===== src/quad_pot_pkg.sv =====
// shared constants for the quad potentiometer register store
package quad_pot_pkg;
   // ===========================================================
   // register map
   // ===========================================================
   localparam logic [3:0] addr_wiper_0 = 4'h0;
   localparam logic [3:0] addr_wiper_1 = 4'h1;
   localparam logic [3:0] addr_tsc_low = 4'h4;
   localparam logic [3:0] addr_wiper_2 = 4'h6;
   localparam logic [3:0] addr_wiper_3 = 4'h7;
   localparam logic [3:0] addr_tsc_high = 4'ha;
   localparam int num_locations = 16;
   localparam int reg_width = 9;
   localparam int num_wipers = 4;
   // ===========================================================
   // reset values and scale limits
   // ===========================================================
   localparam logic [8:0] wiper_mid_8bit = 9'h080;
   localparam logic [8:0] wiper_mid_7bit = 9'h040;
   localparam logic [8:0] wiper_full_8bit = 9'h100;
   localparam logic [8:0] wiper_full_7bit = 9'h080;
   localparam logic [8:0] wiper_zero = 9'h000;
   localparam logic [8:0] tsc_reset = 9'h1ff;
   // ===========================================================
   // terminal control field positions within one nibble, and of the fixed one bit within the register
   // ===========================================================
   localparam int fld_term_b = 0;
   localparam int fld_wiper = 1;
   localparam int fld_term_a = 2;
   localparam int fld_shutdown = 3;
   localparam int fixed_one_pos = 8;
   // ===========================================================
   // serial command framing
   // ===========================================================
   localparam logic [1:0] cmd_write = 2'h0;
   localparam logic [1:0] cmd_incr = 2'h1;
   localparam logic [1:0] cmd_decr = 2'h2;
   localparam logic [1:0] cmd_read = 2'h3;
   localparam logic [3:0] cnt_decode = 4'h5;
   localparam logic [3:0] cnt_last = 4'h7;
   localparam logic [9:0] sdo_idle = 10'h3ff;
   // frame states
   typedef enum logic [1:0] {
      st_idle = 2'b00,
      st_cmd = 2'b01,
      st_data = 2'b10,
      st_error = 2'b11
   } frame_state_e;
endpackage


===== src/pin_event_if.sv =====
// synchronised pin events passed from the pin front end to the register store
`timescale 1ns/1ps
interface pin_event_if;
   logic cs_active; // chip select asserted (level)
   logic cs_start; // chip select just asserted (pulse)
   logic cs_end; // chip select just released (pulse)
   logic sck_rise; // serial clock rising edge (pulse)
   logic sck_fall; // serial clock falling edge (pulse)
   logic sdi_bit; // synchronised serial data
   logic hold_reset; // supply low or reset pin low (level)
   modport src (output cs_active, cs_start, cs_end, sck_rise, sck_fall, sdi_bit, hold_reset);
   modport dst (input cs_active, cs_start, cs_end, sck_rise, sck_fall, sdi_bit, hold_reset);
endinterface


===== src/pin_front_end.sv =====
// two-flop synchronisers and edge finders for the serial and reset pins
`timescale 1ns/1ps
module pin_front_end (
   input wire logic clk,
   input wire logic rst_n,
   input wire logic cs_n,
   input wire logic sck,
   input wire logic sdi,
   input wire logic reset_pin_n,
   input wire logic supply_below_trip,
   pin_event_if.src ev
);
   // ===========================================================
   // synchronisers
   // ===========================================================
   localparam int n_pins = 5;
   // reset values make the block look held in reset and deselected
   localparam logic [n_pins-1:0] sync_init = 5'h11;
   logic [n_pins-1:0] raw; // pin order: supply, rstpin, sdi, sck, cs
   logic [n_pins-1:0] meta_r;
   logic [n_pins-1:0] meta_nxt;
   logic [n_pins-1:0] sync_r;
   logic [n_pins-1:0] sync_nxt;
   logic sck_prev_r;
   logic sck_prev_nxt;
   logic cs_prev_r;
   logic cs_prev_nxt;

   assign raw = {supply_below_trip, reset_pin_n, sdi, sck, cs_n};

   // per pin: first flop feeds only the second
   genvar i;
   generate
      for (i = 0; i < n_pins; i++) begin : g_sync
         always_comb begin
            meta_nxt[i] = raw[i];
            sync_nxt[i] = meta_r[i];
         end
      end
   endgenerate

   // history of the synchronised levels for edge finding
   always_comb begin
      sck_prev_nxt = sync_r[1];
      cs_prev_nxt = sync_r[0];
   end

   // register stage
   always_ff @(posedge clk or negedge rst_n) begin
      if (!rst_n) begin
         meta_r <= sync_init;
         sync_r <= sync_init;
         sck_prev_r <= 1'b0;
         cs_prev_r <= 1'b1;
      end else begin
         meta_r <= meta_nxt;
         sync_r <= sync_nxt;
         sck_prev_r <= sck_prev_nxt;
         cs_prev_r <= cs_prev_nxt;
      end
   end

   // ===========================================================
   // event outputs
   // ===========================================================
   assign ev.cs_active = ~sync_r[0];
   assign ev.cs_start = cs_prev_r & ~sync_r[0];
   assign ev.cs_end = ~cs_prev_r & sync_r[0];
   assign ev.sck_rise = ~sck_prev_r & sync_r[1];
   assign ev.sck_fall = sck_prev_r & ~sync_r[1];
   assign ev.sdi_bit = sync_r[2];
   // [RULE19] either source holds reset
   assign ev.hold_reset = sync_r[4] | ~sync_r[3];
endmodule


===== src/quad_pot_regs.sv =====
// register store, command checking and reset loading of the quad potentiometer
// Function
// [RULE1] power-up loads all defaults, then operates
// [RULE2] supply below trip: serial interface ignored
// [RULE3] brown-out recovery repeats the power-up load
// [RULE4] reset pin low forces defaults, disables serial
// [RULE5] sixteen nine-bit volatile locations
// [RULE6] wiper default is mid scale
// [RULE7] fixed addresses for wipers and terminal control
// [RULE8] disallowed command raises error
// [RULE9] error clears on chip select cycle
// [RULE10] eight control bits per terminal register
// [RULE11] terminal value applies when command completes
// [RULE12] terminal registers reset to all connected
// [RULE13] host rewrites terminal control after reset
// [RULE14] low register layout, bit eight read-only
// [RULE15] connect bits connect at one, wipers untouched
// [RULE16] shutdown bit forces shutdown at zero; net_shutdown_force goes high at one instead
// [RULE17] high register mirrors layout for nets 2,3
// [RULE18] wiper full scale and zero limits
// [RULE19] internal reset while detector or pin active
`timescale 1ns/1ps
module quad_pot_regs #(
   parameter bit eight_bit = 1'b1 // 1: 8-bit variant, 0: 7-bit variant
) (
   input wire logic clk,
   input wire logic rst_n,
   input wire logic cs_n,
   input wire logic sck,
   input wire logic sdi,
   input wire logic reset_pin_n,
   input wire logic supply_below_trip,
   output logic sdo_out,
   output logic sdo_oe_n,
   output logic [8:0] wiper_pos_0,
   output logic [8:0] wiper_pos_1,
   output logic [8:0] wiper_pos_2,
   output logic [8:0] wiper_pos_3,
   output logic [3:0] net_shutdown_force,
   output logic [3:0] net_term_a_connect,
   output logic [3:0] net_wiper_connect,
   output logic [3:0] net_term_b_connect,
   output logic cmd_error
);
   // ===========================================================
   // constants and declarations
   // ===========================================================
   // [RULE6] mid scale per variant
   localparam logic [8:0] wiper_mid = eight_bit ? quad_pot_pkg::wiper_mid_8bit
                                                : quad_pot_pkg::wiper_mid_7bit;
   // [RULE18] full scale per variant
   localparam logic [8:0] wiper_full = eight_bit ? quad_pot_pkg::wiper_full_8bit
                                                 : quad_pot_pkg::wiper_full_7bit;

   pin_event_if ev ();

   quad_pot_pkg::frame_state_e state_r, state_nxt;
   logic [3:0] cnt_r, cnt_nxt; // bit count within the current byte
   logic [7:0] shift_r, shift_nxt; // incoming bits
   logic [3:0] addr_r, addr_nxt; // decoded address of the command
   logic [1:0] cmd_r, cmd_nxt; // decoded command code
   logic d8_r, d8_nxt; // ninth data bit held from the command byte
   logic err_r, err_nxt; // sticky command error
   logic [9:0] sdo_shift_r, sdo_shift_nxt; // outgoing bits
   logic sdo_r, sdo_nxt;
   // [RULE5] nine-bit locations
   logic [8:0] wiper_r [quad_pot_pkg::num_wipers];
   logic [8:0] wiper_nxt [quad_pot_pkg::num_wipers];
   logic [7:0] tsc_low_r, tsc_low_nxt; // nets 0 and 1
   logic [7:0] tsc_high_r, tsc_high_nxt; // nets 2 and 3

   // pin synchronisers and edge finders
   pin_front_end u_front (
      .clk(clk),
      .rst_n(rst_n),
      .cs_n(cs_n),
      .sck(sck),
      .sdi(sdi),
      .reset_pin_n(reset_pin_n),
      .supply_below_trip(supply_below_trip),
      .ev(ev)
   );

   // ===========================================================
   // address helpers
   // ===========================================================
   // wiper index of an address, or 4 for non-wiper addresses
   function automatic logic [2:0] wiper_index(input logic [3:0] a);
      logic [2:0] idx;
      idx = 3'h4;
      case (a)
         quad_pot_pkg::addr_wiper_0: idx = 3'h0;
         quad_pot_pkg::addr_wiper_1: idx = 3'h1;
         quad_pot_pkg::addr_wiper_2: idx = 3'h2;
         quad_pot_pkg::addr_wiper_3: idx = 3'h3;
         default: idx = 3'h4;
      endcase
      return idx;
   endfunction

   // is the address/command pair allowed
   function automatic logic cmd_allowed(input logic [3:0] a, input logic [1:0] c);
      logic ok;
      ok = 1'b0;
      // [RULE7] decode of the six live locations
      if (wiper_index(a) < 3'h4) begin
         ok = 1'b1;
      end else if (a == quad_pot_pkg::addr_tsc_low || a == quad_pot_pkg::addr_tsc_high) begin
         ok = (c == quad_pot_pkg::cmd_write) || (c == quad_pot_pkg::cmd_read);
      end
      return ok;
   endfunction

   // read value of a live location
   function automatic logic [8:0] read_value(input logic [3:0] a,
                                            input logic [8:0] w0, input logic [8:0] w1,
                                            input logic [8:0] w2, input logic [8:0] w3,
                                            input logic [7:0] tl, input logic [7:0] th);
      logic [8:0] v;
      v = quad_pot_pkg::wiper_zero;
      case (a)
         quad_pot_pkg::addr_wiper_0: v = w0;
         quad_pot_pkg::addr_wiper_1: v = w1;
         quad_pot_pkg::addr_wiper_2: v = w2;
         quad_pot_pkg::addr_wiper_3: v = w3;
         // [RULE14] bit eight reads as one
         quad_pot_pkg::addr_tsc_low: v = {1'b1, tl};
         quad_pot_pkg::addr_tsc_high: v = {1'b1, th};
         default: v = quad_pot_pkg::wiper_zero;
      endcase
      return v;
   endfunction

   // ===========================================================
   // frame decode and register update
   // ===========================================================
   always_comb begin
      logic [5:0] head;
      logic [7:0] byte_in;
      logic [2:0] widx;
      head = {shift_r[4:0], ev.sdi_bit};
      byte_in = {shift_r[6:0], ev.sdi_bit};
      widx = wiper_index(addr_r);
      state_nxt = state_r;
      cnt_nxt = cnt_r;
      shift_nxt = shift_r;
      addr_nxt = addr_r;
      cmd_nxt = cmd_r;
      d8_nxt = d8_r;
      err_nxt = err_r;
      sdo_shift_nxt = sdo_shift_r;
      sdo_nxt = sdo_r;
      wiper_nxt = wiper_r;
      tsc_low_nxt = tsc_low_r;
      tsc_high_nxt = tsc_high_r;
      if (ev.hold_reset) begin
         // [RULE1] [RULE3] [RULE4] defaults loaded while held, serial ignored
         state_nxt = quad_pot_pkg::st_idle;
         cnt_nxt = 4'h0;
         err_nxt = 1'b0;
         sdo_shift_nxt = quad_pot_pkg::sdo_idle;
         sdo_nxt = 1'b1;
         for (int k = 0; k < quad_pot_pkg::num_wipers; k++) begin
            wiper_nxt[k] = wiper_mid;
         end
         // [RULE12] all terminals connected
         tsc_low_nxt = quad_pot_pkg::tsc_reset[7:0];
         tsc_high_nxt = quad_pot_pkg::tsc_reset[7:0];
      end else if (ev.cs_end) begin
         // deselect ends the frame; a pending error stays visible
         state_nxt = quad_pot_pkg::st_idle;
         cnt_nxt = 4'h0;
      end else if (ev.cs_start) begin
         // [RULE9] error cleared by a fresh select or while reset is held
         state_nxt = quad_pot_pkg::st_cmd;
         cnt_nxt = 4'h0;
         err_nxt = 1'b0;
         sdo_shift_nxt = quad_pot_pkg::sdo_idle;
      end else if (ev.sck_fall && ev.cs_active) begin
         // shift out on the falling edge, mode 0
         sdo_nxt = sdo_shift_r[9];
         sdo_shift_nxt = {sdo_shift_r[8:0], 1'b1};
      end else if (ev.sck_rise && ev.cs_active) begin
         unique case (state_r)
            quad_pot_pkg::st_idle: begin
               // select seen while held in reset: wait for a new select
            end
            quad_pot_pkg::st_cmd: begin
               shift_nxt = byte_in;
               cnt_nxt = cnt_r + 4'h1;
               if (cnt_r == quad_pot_pkg::cnt_decode) begin
                  addr_nxt = head[5:2];
                  cmd_nxt = head[1:0];
                  // [RULE8] reject disallowed address/command pairs
                  if (!cmd_allowed(head[5:2], head[1:0])) begin
                     err_nxt = 1'b1;
                     state_nxt = quad_pot_pkg::st_error;
                     sdo_shift_nxt = 10'h000;
                  end else if (head[1:0] == quad_pot_pkg::cmd_read) begin
                     sdo_shift_nxt = {1'b1, read_value(head[5:2], wiper_r[0], wiper_r[1],
                                      wiper_r[2], wiper_r[3], tsc_low_r, tsc_high_r)};
                  end
               end else if (cnt_r == quad_pot_pkg::cnt_last) begin
                  cnt_nxt = 4'h0;
                  d8_nxt = ev.sdi_bit;
                  if (cmd_r == quad_pot_pkg::cmd_incr) begin
                     // [RULE18] increment stops at full scale
                     if (wiper_r[widx[1:0]] < wiper_full) begin
                        wiper_nxt[widx[1:0]] = wiper_r[widx[1:0]] + 9'h001;
                     end
                  end else if (cmd_r == quad_pot_pkg::cmd_decr) begin
                     // decrement stops at zero scale
                     if (wiper_r[widx[1:0]] != quad_pot_pkg::wiper_zero) begin
                        wiper_nxt[widx[1:0]] = wiper_r[widx[1:0]] - 9'h001;
                     end
                  end else begin
                     state_nxt = quad_pot_pkg::st_data;
                  end
               end
            end
            quad_pot_pkg::st_data: begin
               shift_nxt = byte_in;
               cnt_nxt = cnt_r + 4'h1;
               if (cnt_r == quad_pot_pkg::cnt_last) begin
                  // [RULE11] value lands only once the command completes
                  cnt_nxt = 4'h0;
                  state_nxt = quad_pot_pkg::st_cmd;
                  if (cmd_r == quad_pot_pkg::cmd_write) begin
                     if (!widx[2]) begin
                        // writes above full scale are clipped
                        wiper_nxt[widx[1:0]] = ({d8_r, byte_in} > wiper_full) ? wiper_full
                                                                             : {d8_r, byte_in};
                     end else if (addr_r == quad_pot_pkg::addr_tsc_low) begin
                        // [RULE10] [RULE14] eight writable bits, bit eight fixed
                        tsc_low_nxt = byte_in;
                     end else begin
                        // [RULE17] same layout for nets 2 and 3
                        tsc_high_nxt = byte_in;
                     end
                  end
               end
            end
            quad_pot_pkg::st_error: begin
               // rest of the frame is ignored until deselect
            end
         endcase
      end
   end

   // registers of the frame and store
   always_ff @(posedge clk or negedge rst_n) begin
      if (!rst_n) begin
         state_r <= quad_pot_pkg::st_idle;
         cnt_r <= 4'h0;
         shift_r <= 8'h00;
         addr_r <= 4'h0;
         cmd_r <= quad_pot_pkg::cmd_write;
         d8_r <= 1'b0;
         err_r <= 1'b0;
         sdo_shift_r <= quad_pot_pkg::sdo_idle;
         sdo_r <= 1'b1;
         for (int k = 0; k < quad_pot_pkg::num_wipers; k++) begin
            wiper_r[k] <= wiper_mid;
         end
         tsc_low_r <= quad_pot_pkg::tsc_reset[7:0];
         tsc_high_r <= quad_pot_pkg::tsc_reset[7:0];
      end else begin
         state_r <= state_nxt;
         cnt_r <= cnt_nxt;
         shift_r <= shift_nxt;
         addr_r <= addr_nxt;
         cmd_r <= cmd_nxt;
         d8_r <= d8_nxt;
         err_r <= err_nxt;
         sdo_shift_r <= sdo_shift_nxt;
         sdo_r <= sdo_nxt;
         wiper_r <= wiper_nxt;
         tsc_low_r <= tsc_low_nxt;
         tsc_high_r <= tsc_high_nxt;
      end
   end

   // ===========================================================
   // outputs
   // ===========================================================
   // [RULE2] output released while held or deselected
   assign sdo_oe_n = ~ev.cs_active | ev.hold_reset;
   // error pulls the data line low so the host can see it
   assign sdo_out = sdo_r & ~err_r;
   assign cmd_error = err_r;
   assign wiper_pos_0 = wiper_r[0];
   assign wiper_pos_1 = wiper_r[1];
   assign wiper_pos_2 = wiper_r[2];
   assign wiper_pos_3 = wiper_r[3];

   // per network switch controls; never touch the wipers
   genvar n;
   generate
      for (n = 0; n < quad_pot_pkg::num_wipers; n++) begin : g_net
         logic [3:0] nib;
         assign nib = (n < 2) ? tsc_low_r[4*(n%2) +: 4] : tsc_high_r[4*(n%2) +: 4];
         // [RULE15] one means connected
         assign net_term_a_connect[n] = nib[quad_pot_pkg::fld_term_a];
         assign net_wiper_connect[n] = nib[quad_pot_pkg::fld_wiper];
         assign net_term_b_connect[n] = nib[quad_pot_pkg::fld_term_b];
         // [RULE16] net_shutdown_force is high when the shutdown bit is one, not zero
         assign net_shutdown_force[n] = nib[quad_pot_pkg::fld_shutdown];
      end
   endgenerate
endmodule


===== config.mk =====
export PLATFORM = sky130hd
export DESIGN_NAME = quad_pot_regs
export DESIGN_NICKNAME = d
export VERILOG_FILES = /design/src/quad_pot_pkg.sv /design/src/pin_event_if.sv /design/src/pin_front_end.sv /design/src/quad_pot_regs.sv
export SDC_FILE = /design/constraint.sdc
export NUM_CORES = 1
export LEC_CHECK = 0
export BUFFER_PORTS_ARGS = -buffer_cell sky130_fd_sc_hd__buf_4
export CAP_MARGIN = 20
export CORE_UTILIZATION = 45
export DETAILED_ROUTE_END_ITERATION = 10
export GPL_TIMING_DRIVEN = 0
export PLACE_DENSITY = 0.66
export SYNTH_ARGS = -nofsm -noshare
export SYNTH_HDL_FRONTEND = slang
export SYNTH_SLANG_ARGS = --single-unit

===== constraint.sdc =====
create_clock -name clk -period 3.1 [get_ports clk]
set_input_delay 0.62 -clock clk [delete_from_list [all_inputs] [get_ports clk]]
set_output_delay 0.62 -clock clk [all_outputs]
set_load 0.03 [all_outputs]

# After elaboration in Yosys (flattened, before gate mapping)
# Cells that the tools add are included.
[op_classes]
bitwise = 19
mux = 104
magnitude_cmp = 5
n_eq_ne = 37
n_reduce_logical = 38
addsub = 3
[ops]
columns = ["cell", "n"]
rows = [
  ["2-to-1 mux 36 bit", 14],
  ["2-to-1 mux 8 bit", 20],
  ["bitwise mux 36 bit", 3],
  ["2-to-1 mux 10 bit", 9],
  ["one-hot mux 36 bit (2 select lines)", 1],
  ["one-hot mux 9 bit (6 select lines)", 1],
  ["2-to-1 mux 9 bit", 4],
  ["== test 4 x 3 -> 1 bit (second input constant)", 8],
  ["2-to-1 mux 4 bit", 7],
  ["inequality test 6 bit (second input constant)", 4],
  ["one-hot mux 3 bit (4 select lines)", 2],
  ["2-to-1 mux 2 bit", 11],
  ["2-to-1 mux 1 bit", 21],
  ["2-to-1 mux 3 bit", 7],
  ["inequality test 3 bit (second input constant)", 7],
  ["binary-select mux 9 bit (select 2 bit)", 1],
  ["demux 9 bit (select 2 bit)", 1],
  ["AND reduction 9 bit", 2],
  ["inequality test 4 bit (second input constant)", 4],
  ["AND reduction 8 bit", 2],
  ["nonzero test 4 bit", 4],
  ["nonzero test 2 bit", 7],
  ["AND reduction 13 bit", 1],
  ["AND reduction 6 bit", 2],
  ["32 further kinds", 63],
]
[totals]
regBits = 96
word_cells = 225
input_bits = 7
output_inout_bits = 55

# Logic depth before layout (Yosys ltp)
# Gate-level depths: netlist of run 1.
[logic_depth]
depth_word = 26
mapped_depth = 14
depth_no_buf = 11

# Modules after synthesis
# A second synthesis of run 1 with hierarchy kept.
[hier_totals]
hier_cells = 613
area_unflattened_um2 = 5675.4
[modules_own_cells]
columns = ["module", "instances", "cells_per_inst", "area_per_inst_um2"]
rows = [
  ["quad_pot_regs", 1, 595, 5328.9],
  ["pin_front_end", 1, 18, 346.6],
]

# Worst setup path after synthesis of run 1
# OpenSTA, ideal clock, no wires.
[synth_path]
path_kind = "reg2reg"
start = "register addr_r[1]"
end = "register wiper_r (netlist bit wiper_pos_2[8])"
n_path_buf = 2
arrival_time_ns = 2.930
path_slack_ns = 0.074
stages_incl_launch_ff = 13
setup_ns = 0.095
path_cell_list = "dfrtp_1 > buf_6 > nor4b_4 > a22oi_1 > and2_1 > ha_1 > nand2_1 > nor2_1 > and4_1 > a211o_1 > buf_6 > or4_4 > o32ai_2"
[synth_between]
elab_chain_len = 19
[synth_rtl]
columns = ["element", "line_no", "rtl"]
rows = [
  ["start, declared", "quad_pot_regs.sv:60", "logic [3:0] addr_r, addr_nxt;"],
  ["start signal, assigned", "quad_pot_regs.sv:271", "addr_r <= addr_nxt;"],
  ["== test 4 x 3 -> 1 bit, or another cell as far along", "quad_pot_regs.sv:91", "case (a)"],
  ["one-hot mux 3 bit (4 select lines) (*)", "quad_pot_regs.sv:91", ""],
  ["NOT 2 -> 3 bit", "--", ""],
  ["binary-select mux 9 bit (select 2 bit), or another cell as far along", "--", ""],
  ["2-to-1 mux 9 bit (implied by the code) or logical AND 1 bit (tied branches)", "--", ""],
  ["2-to-1 mux 9 bit (on tied branches)", "--", ""],
  ["subtractor 9 x 1 -> 9 bit or demux 9 bit (select 2 bit) (tied branches)", "quad_pot_regs.sv:214, quad_pot_regs.sv:209, quad_pot_regs.sv:231", ""],
  ["bitwise mux 36 bit", "quad_pot_regs.sv:214", "wiper_nxt[widx[1:0]] = wiper_r[widx[1:0]] - 9'h001;"],
  ["(+3 left out)", "--", ""],
  ["2-to-1 mux 36 bit", "quad_pot_regs.sv:203", "end else if (cnt_r == quad_pot_pkg::cnt_last) begin"],
  ["2-to-1 mux 36 bit", "quad_pot_regs.sv:191", "if (cnt_r == quad_pot_pkg::cnt_decode) begin"],
  ["one-hot mux 36 bit (2 select lines)", "quad_pot_regs.sv:184", "unique case (state_r)"],
  ["2-to-1 mux 36 bit", "quad_pot_regs.sv:183", "end else if (ev.sck_rise && ev.cs_active) begin"],
  ["2-to-1 mux 36 bit", "quad_pot_regs.sv:179", "end else if (ev.sck_fall && ev.cs_active) begin"],
  ["2-to-1 mux 36 bit", "quad_pot_regs.sv:173", "end else if (ev.cs_start) begin"],
  ["2-to-1 mux 36 bit", "quad_pot_regs.sv:169", "end else if (ev.cs_end) begin"],
  ["2-to-1 mux 36 bit", "quad_pot_regs.sv:156", "if (ev.hold_reset) begin"],
  ["end signal, assigned by index", "quad_pot_regs.sv:263", "wiper_r[k] <= wiper_mid;"],
  ["end signal, assigned", "quad_pot_regs.sv:277", "wiper_r <= wiper_nxt;"],
  ["end, declared", "quad_pot_regs.sv:67", "logic [8:0] wiper_r [quad_pot_pkg::num_wipers];"],
]
# Mark *: on every way between the ends. The rest lies on a longest branch, timed or not. The select of a mux whose other input is x is not followed.
# A chain may end at the register's enable or synchronous reset.

# Worst setup path after layout of run 1
[layout_path]
start = "register addr_r[1]"
end = "register wiper_r (netlist bit wiper_pos_2[2])"
# Same word-level chain as after synthesis.

==> results of run 1 <==
## worst max-delay path, delay by kind of cell (launching register included)
| family | cells | cell delay [ns] |
|---|---|---|
| AO/OA/AOI/OAI | 4 | 0.69 |
| buffers and inverters | 4 | 0.65 |
| flip-flops | 1 | 0.37 |
| AND/OR/NAND/NOR | 3 | 1.19 |
## stage by stage
| step | utilization | setup WS [ns] |
|---|---|---|
| 2_1_floorplan | - | 0.0743 |
| 3_3_place_gp | 0.524 | -0.844 |
| 3_5_place_dp | 0.528 | -0.867 |
| 4_1_cts | 0.564 | 0.0112 |
| 5_1_grt | 0.579 | -0.00962 |
| 6_report | 0.579 | 0.0983 |
## cell families after synthesis
logic type / synth area share
muxes: 0.0875
buffers and inverters: 0.0363
and+or+nand+nor: 0.181
xor gates and xnor gates: 0.00804
DFF: 0.449
adders and majority gates: 0.0230
AOI/OAI and AO/OA: 0.215
## how the worst max path moves through the flow
stage                           to      start  cells past startpoint
global placement    wiper_pos_2[1]  addr_r[2]                     11
detailed placement  wiper_pos_2[6]  addr_r[2]                     11
floorplan           wiper_pos_2[8]  addr_r[1]                     12
CTS                 wiper_pos_2[8]  addr_r[1]                     13
global route        wiper_pos_2[8]  addr_r[1]                     13
finish              wiper_pos_2[2]  addr_r[1]                     11
## area by class of cell
| class | instances | area, um^2 |
|---|---|---|
| fillers | 1059 | 4890 |
| multi-input cells | 427 | 3010 |
| flip-flops and latches | 96 | 2450 |
| repair buffers | 74 | 592 |
| clock buffers | 11 | 243 |
| well taps | 143 | 179 |
| plain buffers | 30 | 140 |
| clock inverters | 5 | 63.8 |
| inverters | 14 | 52.6 |
## layer usage
| metal | GRT usage | vias up |
|---|---|---|
| met1 | 0.401 | 2518 |
| met3 | 0.0724 | 27 |
| met5 | 0 | - |
| met4 | 0.113 | 0 |
| li1 | - | 2276 |
| met2 | 0.460 | 210 |
## power by group through the flow
| stage | logic, mW | clock network [mW] | registers (mW) |
|---|---|---|---|
| finish | 0.767 | 1.17 | 1.46 |
| global route | 0.813 | 1.23 | 1.47 |
| CTS | 0.726 | 1.19 | 1.45 |
| detailed placement | 0.702 | 0 | 1.47 |
| global placement | 0.692 | 0 | 1.47 |
| floorplan | 0.325 | 0 | 1.55 |
## state kept, by name (all words and copies together), names as in the netlist, 2 cells and up
name	count
wiper_pos_0	9
wiper_pos_2	9
addr_r	4
u_front.meta_r	5
wiper_pos_1	9
u_front.sync_r	5
cmd_r	2
cnt_r	4
shift_r	7
tsc_high_r	8
tsc_low_r	8
state_r	2
sdo_shift_r	10
wiper_pos_3	9
## cell usage in the layout (no fill, tap or decap), types with 3 or more instances in the layout
master     synthesis  routed
and2_1            13      11
and3_1             5       5
dfrtp_1           60      58
nor2_4             0       3
a221oi_1           9       6
nand3_1           15      14
dfstp_2           36      36
o21ai_0           42      42
buf_6              2       4
clkbuf_16          0       9
o2bb2ai_1          4       4
a2bb2oi_1          4       4
clkbuf_1          24      25
a211o_1            3       3
nand2b_1           7       7
or2_2              3       3
nor3_1            14      13
o31ai_1            9       9
nand4_1            3       3
mux2_2            37      37
mux2i_1            6       5
nor3b_1            4       4
nand2_1           34      32
nor2b_1            8       8
ha_1              10       9
a22o_1             9       9
a22oi_1           20      16
a31oi_1           12      12
buf_4              0      72
a22oi_2            0       4
o22ai_1            3       3
and3b_1            4       3
nor2_1            65      62
xnor2_1            4       4
inv_1             13      13
a21oi_1           38      37
## repair_timing
| item | CTS | global route |
|---|---|---|
| resized for setup | 19 | 25 |
| cloned | 0 | 0 |
| pin swaps | 6 | 5 |
| setup endpoints to repair | 43 | 38 |
| setup buffers | 8 | 3 |
==> results.py, run 1 <==
metrics = {
    "synth": {
        "yosysWarnings": 0,
        "syn_inst": 570,
        "synth_edf_count": 0,
        "synth.most_common_cell": "nor2_1",
        "synthesis.area_mm2": 0.00545,
        "synth_area_per_cell_um2": 9.56,
        "yosysTopAreaCellShare": 0.276,
        "async_reset_ff_frac": 1.00,
        "yosys-top-cells-area": "dfrtp_1, dfstp_2, mux2_2",
        "synth_top_area_cell": "dfrtp_1",
        "ys_seq_elements": 96,
        "synthFlopType": "dfrtp_1",
        "synth_nets": 587,
        "yosysSeqAreaShare": 0.449,
        "ys_types": 68,
        "synth_common_cells": "nor2_1, dfrtp_1, o21ai_0",
    },
    "clock_network": {
        "cts_tree": "done",
        "clock_path_buffers": 2,
        "cts_buffers": 9,
        "cts-root-buf": "clkbuf_16",
        "cts_hold_buf": 0,
        "clkTransAtPathRegs_ns": 0.07,
        "cts.sinks": 96,
        "cts.htree.levels": 3,
        "clk_latency_ns": 0.36,
    },
    "detailed_routing": {
        "routed_wl_um": 18000,
        "routedLengthMet1_um": 7870,
        "drtIter0Drc": 497,
        "wl_met3_um": 1230,
        "first_pass_iters": 8,
        "top_layer": "met4",
        "avgRoutedWirePerCell_um": 22.5,
        "ant_nets": 0,
        "dr_wl_met2_um": 8350,
        "viasPerCell": 6.29,
        "drc": 2,
        "dr_total_vias": 5031,
    },
    "outcome": {
        "status": "complete, but fails checks",
        "violations": "DRC",
    },
    "floorplan": {
        "design.core.area_mm2": 0.0116,
        "fp.dieW_um": 112,
        "die_h_um": 112,
        "rows": 39,
        "io_pins": 62,
        "dieArea_mm2": 0.0125,
        "initial_core_util": 0.469,
    },
    "sta": {
        "period_needed_ns": 3.00,
        "setup-tns-final_ns": 0,
        "rsz0062_at_grt": "yes",
        "fmax_ghz": 0.333,
        "fin_crit_sh": 0.968,
        "worst_pin_slew_ns": 0.985,
        "drv_slew": 0,
        "hold_ws_ns": 0.213,
        "slew_headroom": 0.338,
        "setup_violations": 0,
        "hold_viol_final": 0,
        "clock-skew-final_ns": 0.0198,
    },
    "power": {
        "pwr-share-clk": 0.344,
        "leakage_nw": 2.89,
        "ir_drop_v": 0.000527,
        "p_sw_frac": 0.324,
        "power_frac_seq": 0.430,
        "pwr-share-comb": 0.226,
        "p_total_mw": 3.39,
        "powerDensity_mw_per_mm2": 504,
        "p_int_mw": 2.29,
        "power.switching_mw": 1.10,
    },
    "placement": {
        "portBuffers": 61,
        "place_area_mm2": 0.00613,
        "dp_hpwl_um": 13100,
        "dp.cells": 776,
        "routabilityCongestion": 0.945,
    },
    "worst_setup_path": {
        "crit_fanout": 9,
        "cp_cell_sequence": "buf_6 > or4b_1 > buf_4 > o22ai_2 > a21oi_2 > and4_4 > a211o_1 > buf_6 > or4_4 > buf_4 > o2bb2ai_1",
        "r2r_cells": 11,
        "r2r-end": "wiper_pos_2[2]",
        "critPathArrivalTime_ns": 3.28,
        "worstPathRequired_ns": 3.38,
        "r2r_start": "addr_r[1]",
        "worst-setup-path-type": "reg -> reg",
        "rrSetupSlack_ns": 0.1,
        "critPathLaunchType": "register",
        "worst_setup_path_end_kind": "register",
        "crit_slowest_cell": "or4b_1",
        "max_stage_delay_ns": 0.50,
    },
    "global_route": {
        "grt-ovfl-total": 0,
        "grt_pass1_wl_um": 28100,
        "grt_use_total": 0.296,
        "grt_start_max_net_pins": 64,
        "antenna_found_initial": 0,
        "grt_pass1_vias": 4941,
    },
    "final_layout": {
        "stdcell_count": 800,
        "drive_gt1_frac": 0.317,
        "nNetsFinal": 669,
        "fin_area_mm2": 0.00673,
        "areaGrowthSynthToFinish_pct": 23.5,
        "insertedDiodeCount": 0,
    },
    "run": {
        "drv_cap": 0,
    },
    "worst_hold_path": {
        "hp-class": "in -> async",
    },
}
(Power assumes the default switching activity.)
==> run 2: changes to the inputs <==
--- a/config.mk
+++ b/config.mk
@@ -7,10 +7,9 @@
 export LEC_CHECK = 0
 export BUFFER_PORTS_ARGS = -buffer_cell sky130_fd_sc_hd__buf_4
 export CAP_MARGIN = 20
-export CORE_UTILIZATION = 45
+export CORE_UTILIZATION = 42
 export DETAILED_ROUTE_END_ITERATION = 10
 export GPL_TIMING_DRIVEN = 0
-export PLACE_DENSITY = 0.66
 export SYNTH_ARGS = -nofsm -noshare
 export SYNTH_HDL_FRONTEND = slang
 export SYNTH_SLANG_ARGS = --single-unit
==> results.py, run 2 (synthesized netlist as in run 1, its figures left out) <==
metrics = {
    "power": {
        "p_int_mw": 2.52,
        "power.switching_mw": 1.11,
        "powerDensity_mw_per_mm2": 537,
        "ir_drop_v": 0.000410,
        "pwr-share-comb": 0.215,
        "power_frac_seq": 0.401,
        "p_sw_frac": 0.306,
        "leakage_nw": 2.90,
        "pwr-share-clk": 0.383,
    },
    "worst_setup_path": {
        "critPathArrivalTime_ns": 3.28,
        "r2r_start": "addr_r[3]",
        "r2r_cells": 9,
        "r2r-end": "wiper_pos_0[6]",
        "critPathLaunchType": "register",
        "worst-setup-path-type": "reg -> reg",
        "crit_fanout": 9,
        "worst_setup_path_end_kind": "register",
        "rrSetupSlack_ns": 0.07,
        "worstPathRequired_ns": 3.35,
    },
    "sta": {
        "hold_viol_final": 0,
        "hold_ws_ns": 0.270,
        "fin_crit_sh": 0.979,
        "clock-skew-final_ns": 0.0100,
        "setup_violations": 0,
        "slew_headroom": 0.280,
        "drv_slew": 0,
        "fmax_ghz": 0.330,
        "period_needed_ns": 3.03,
        "finalWorstSetupSlack_ns": 0.0654,
        "worst_pin_slew_ns": 1.07,
        "rsz0062_at_grt": "no",
    },
    "global_route": {
        "antenna_found_initial": 0,
        "grt_pass1_vias": 4805,
        "grt_use_total": 0.286,
        "grt_pass1_wl_um": 28100,
        "grt_start_max_net_pins": 54,
        "grt-ovfl-total": 0,
    },
    "detailed_routing": {
        "first_pass_iters": 5,
        "dr_total_vias": 5051,
        "ant_nets": 0,
        "drc": 0,
        "drtIter0Drc": 446,
        "viasPerCell": 6.12,
        "routed_wl_um": 18400,
        "avgRoutedWirePerCell_um": 22.3,
    },
    "placement": {
        "dp.cells": 805,
        "dp_hpwl_um": 13300,
        "dp_slack_ns": -0.770,
        "routabilityCongestion": 0.929,
        "portBuffers": 61,
    },
    "floorplan": {
        "die_h_um": 116,
        "dieArea_mm2": 0.0134,
        "fp.dieW_um": 116,
        "rows": 41,
        "io_pins": 62,
        "design.core.area_mm2": 0.0126,
        "initial_core_util": 0.432,
    },
    "clock_network": {
        "cts_tree": "done",
        "clock_path_buffers": 2,
        "cts.sinks": 96,
        "clk_latency_ns": 0.36,
        "cts_buffers": 9,
        "clkTransAtPathRegs_ns": 0.07,
        "cts-root-buf": "clkbuf_16",
        "cts.htree.levels": 3,
    },
    "final_layout": {
        "insertedDiodeCount": 0,
        "top_register": "sdo_shift_r",
        "areaGrowthSynthToFinish_pct": 24.3,
        "nNetsFinal": 665,
        "stdcell_count": 825,
        "layout_commonest_cell": "buf_4",
        "final_cell_mix": "buf_4, nor2_1, dfrtp_1",
        "largest_reg_flops": 10,
        "post-route-util": 0.536,
        "drive_gt1_frac": 0.312,
    },
    "run": {
        "drv_cap": 0,
    },
    "outcome": {
        "status": "finished clean",
    },
    "worst_hold_path": {
        "hp-class": "in -> async",
    },
}
==> run 2: power by group through the flow <==
stage / combinational (mW) / sequential, mW / clock (mW)
after floorplan: 0.325 / 1.55 / 0
after detailed placement: 0.709 / 1.48 / 0
after global routing: 0.829 / 1.47 / 1.47
final: 0.783 / 1.46 / 1.39
after CTS: 0.733 / 1.46 / 1.41
after global placement: 0.697 / 1.47 / 0
==> run 2: cell type report <==
| class | count | area, um^2 |
|---|---|---|
| buffer | 31 | 154 |
| clock buffer | 10 | 229 |
| clock inverter | 6 | 140 |
| fill | 1209 | 5850 |
| inverter | 14 | 52.6 |
| multi-input combinational | 427 | 3000 |
| sequential | 96 | 2450 |
| tap | 172 | 215 |
| timing repair buffer | 69 | 536 |
==> run 2: routing by layer <==
layer	up-vias	track usage	wire length (um)
met4	0	0.117	618
met1	2512	0.396	7940
met3	42	0.0643	1420
met2	234	0.433	8420
met5	-	0	0
li1	2263	-	-
==> run 2: worst max-delay path by stage <==
stage	from	to	depth (start not counted)
2_1_floorplan	addr_r[1]	wiper_pos_2[8]	12
3_3_place_gp	addr_r[2]	wiper_pos_2[1]	11
3_5_place_dp	addr_r[2]	wiper_pos_2[1]	11
4_1_cts	addr_r[1]	wiper_pos_2[8]	12
5_1_grt	u_front.sync_r[2]	state_r[0]	9
6_report	addr_r[3]	wiper_pos_0[6]	9
==> run 2: worst max-delay path: stages, from the launching register on <==
cell and delay [ns]:
dfrtp_1 0.47, and3b_2 0.46, nor2_2 0.13, a221oi_2 0.66, and4_4 0.38, a211o_1 0.20
buf_2 0.22, buf_4 0.13, nor3_1 0.04, a22o_1 0.22
==> run 2: timing repair <==
action	4_1_cts	5_1_grt
endpoints found under the setup margin	46	41
resized for setup	23	25
gates cloned	0	1
hold buffers	0	0
setup buffers	4	1
pin swaps	4	6
==> run 2: stage by stage <==
step	total power [mW]	TNS [ns]	cell area (um^2)
2_1_floorplan	1.88	0	5450
3_3_place_gp	2.17	-23.44	6120
3_5_place_dp	2.19	-20.03	6160
4_1_cts	3.60	0	6650
5_1_grt	3.77	0	6770
6_report	3.64	0	6770
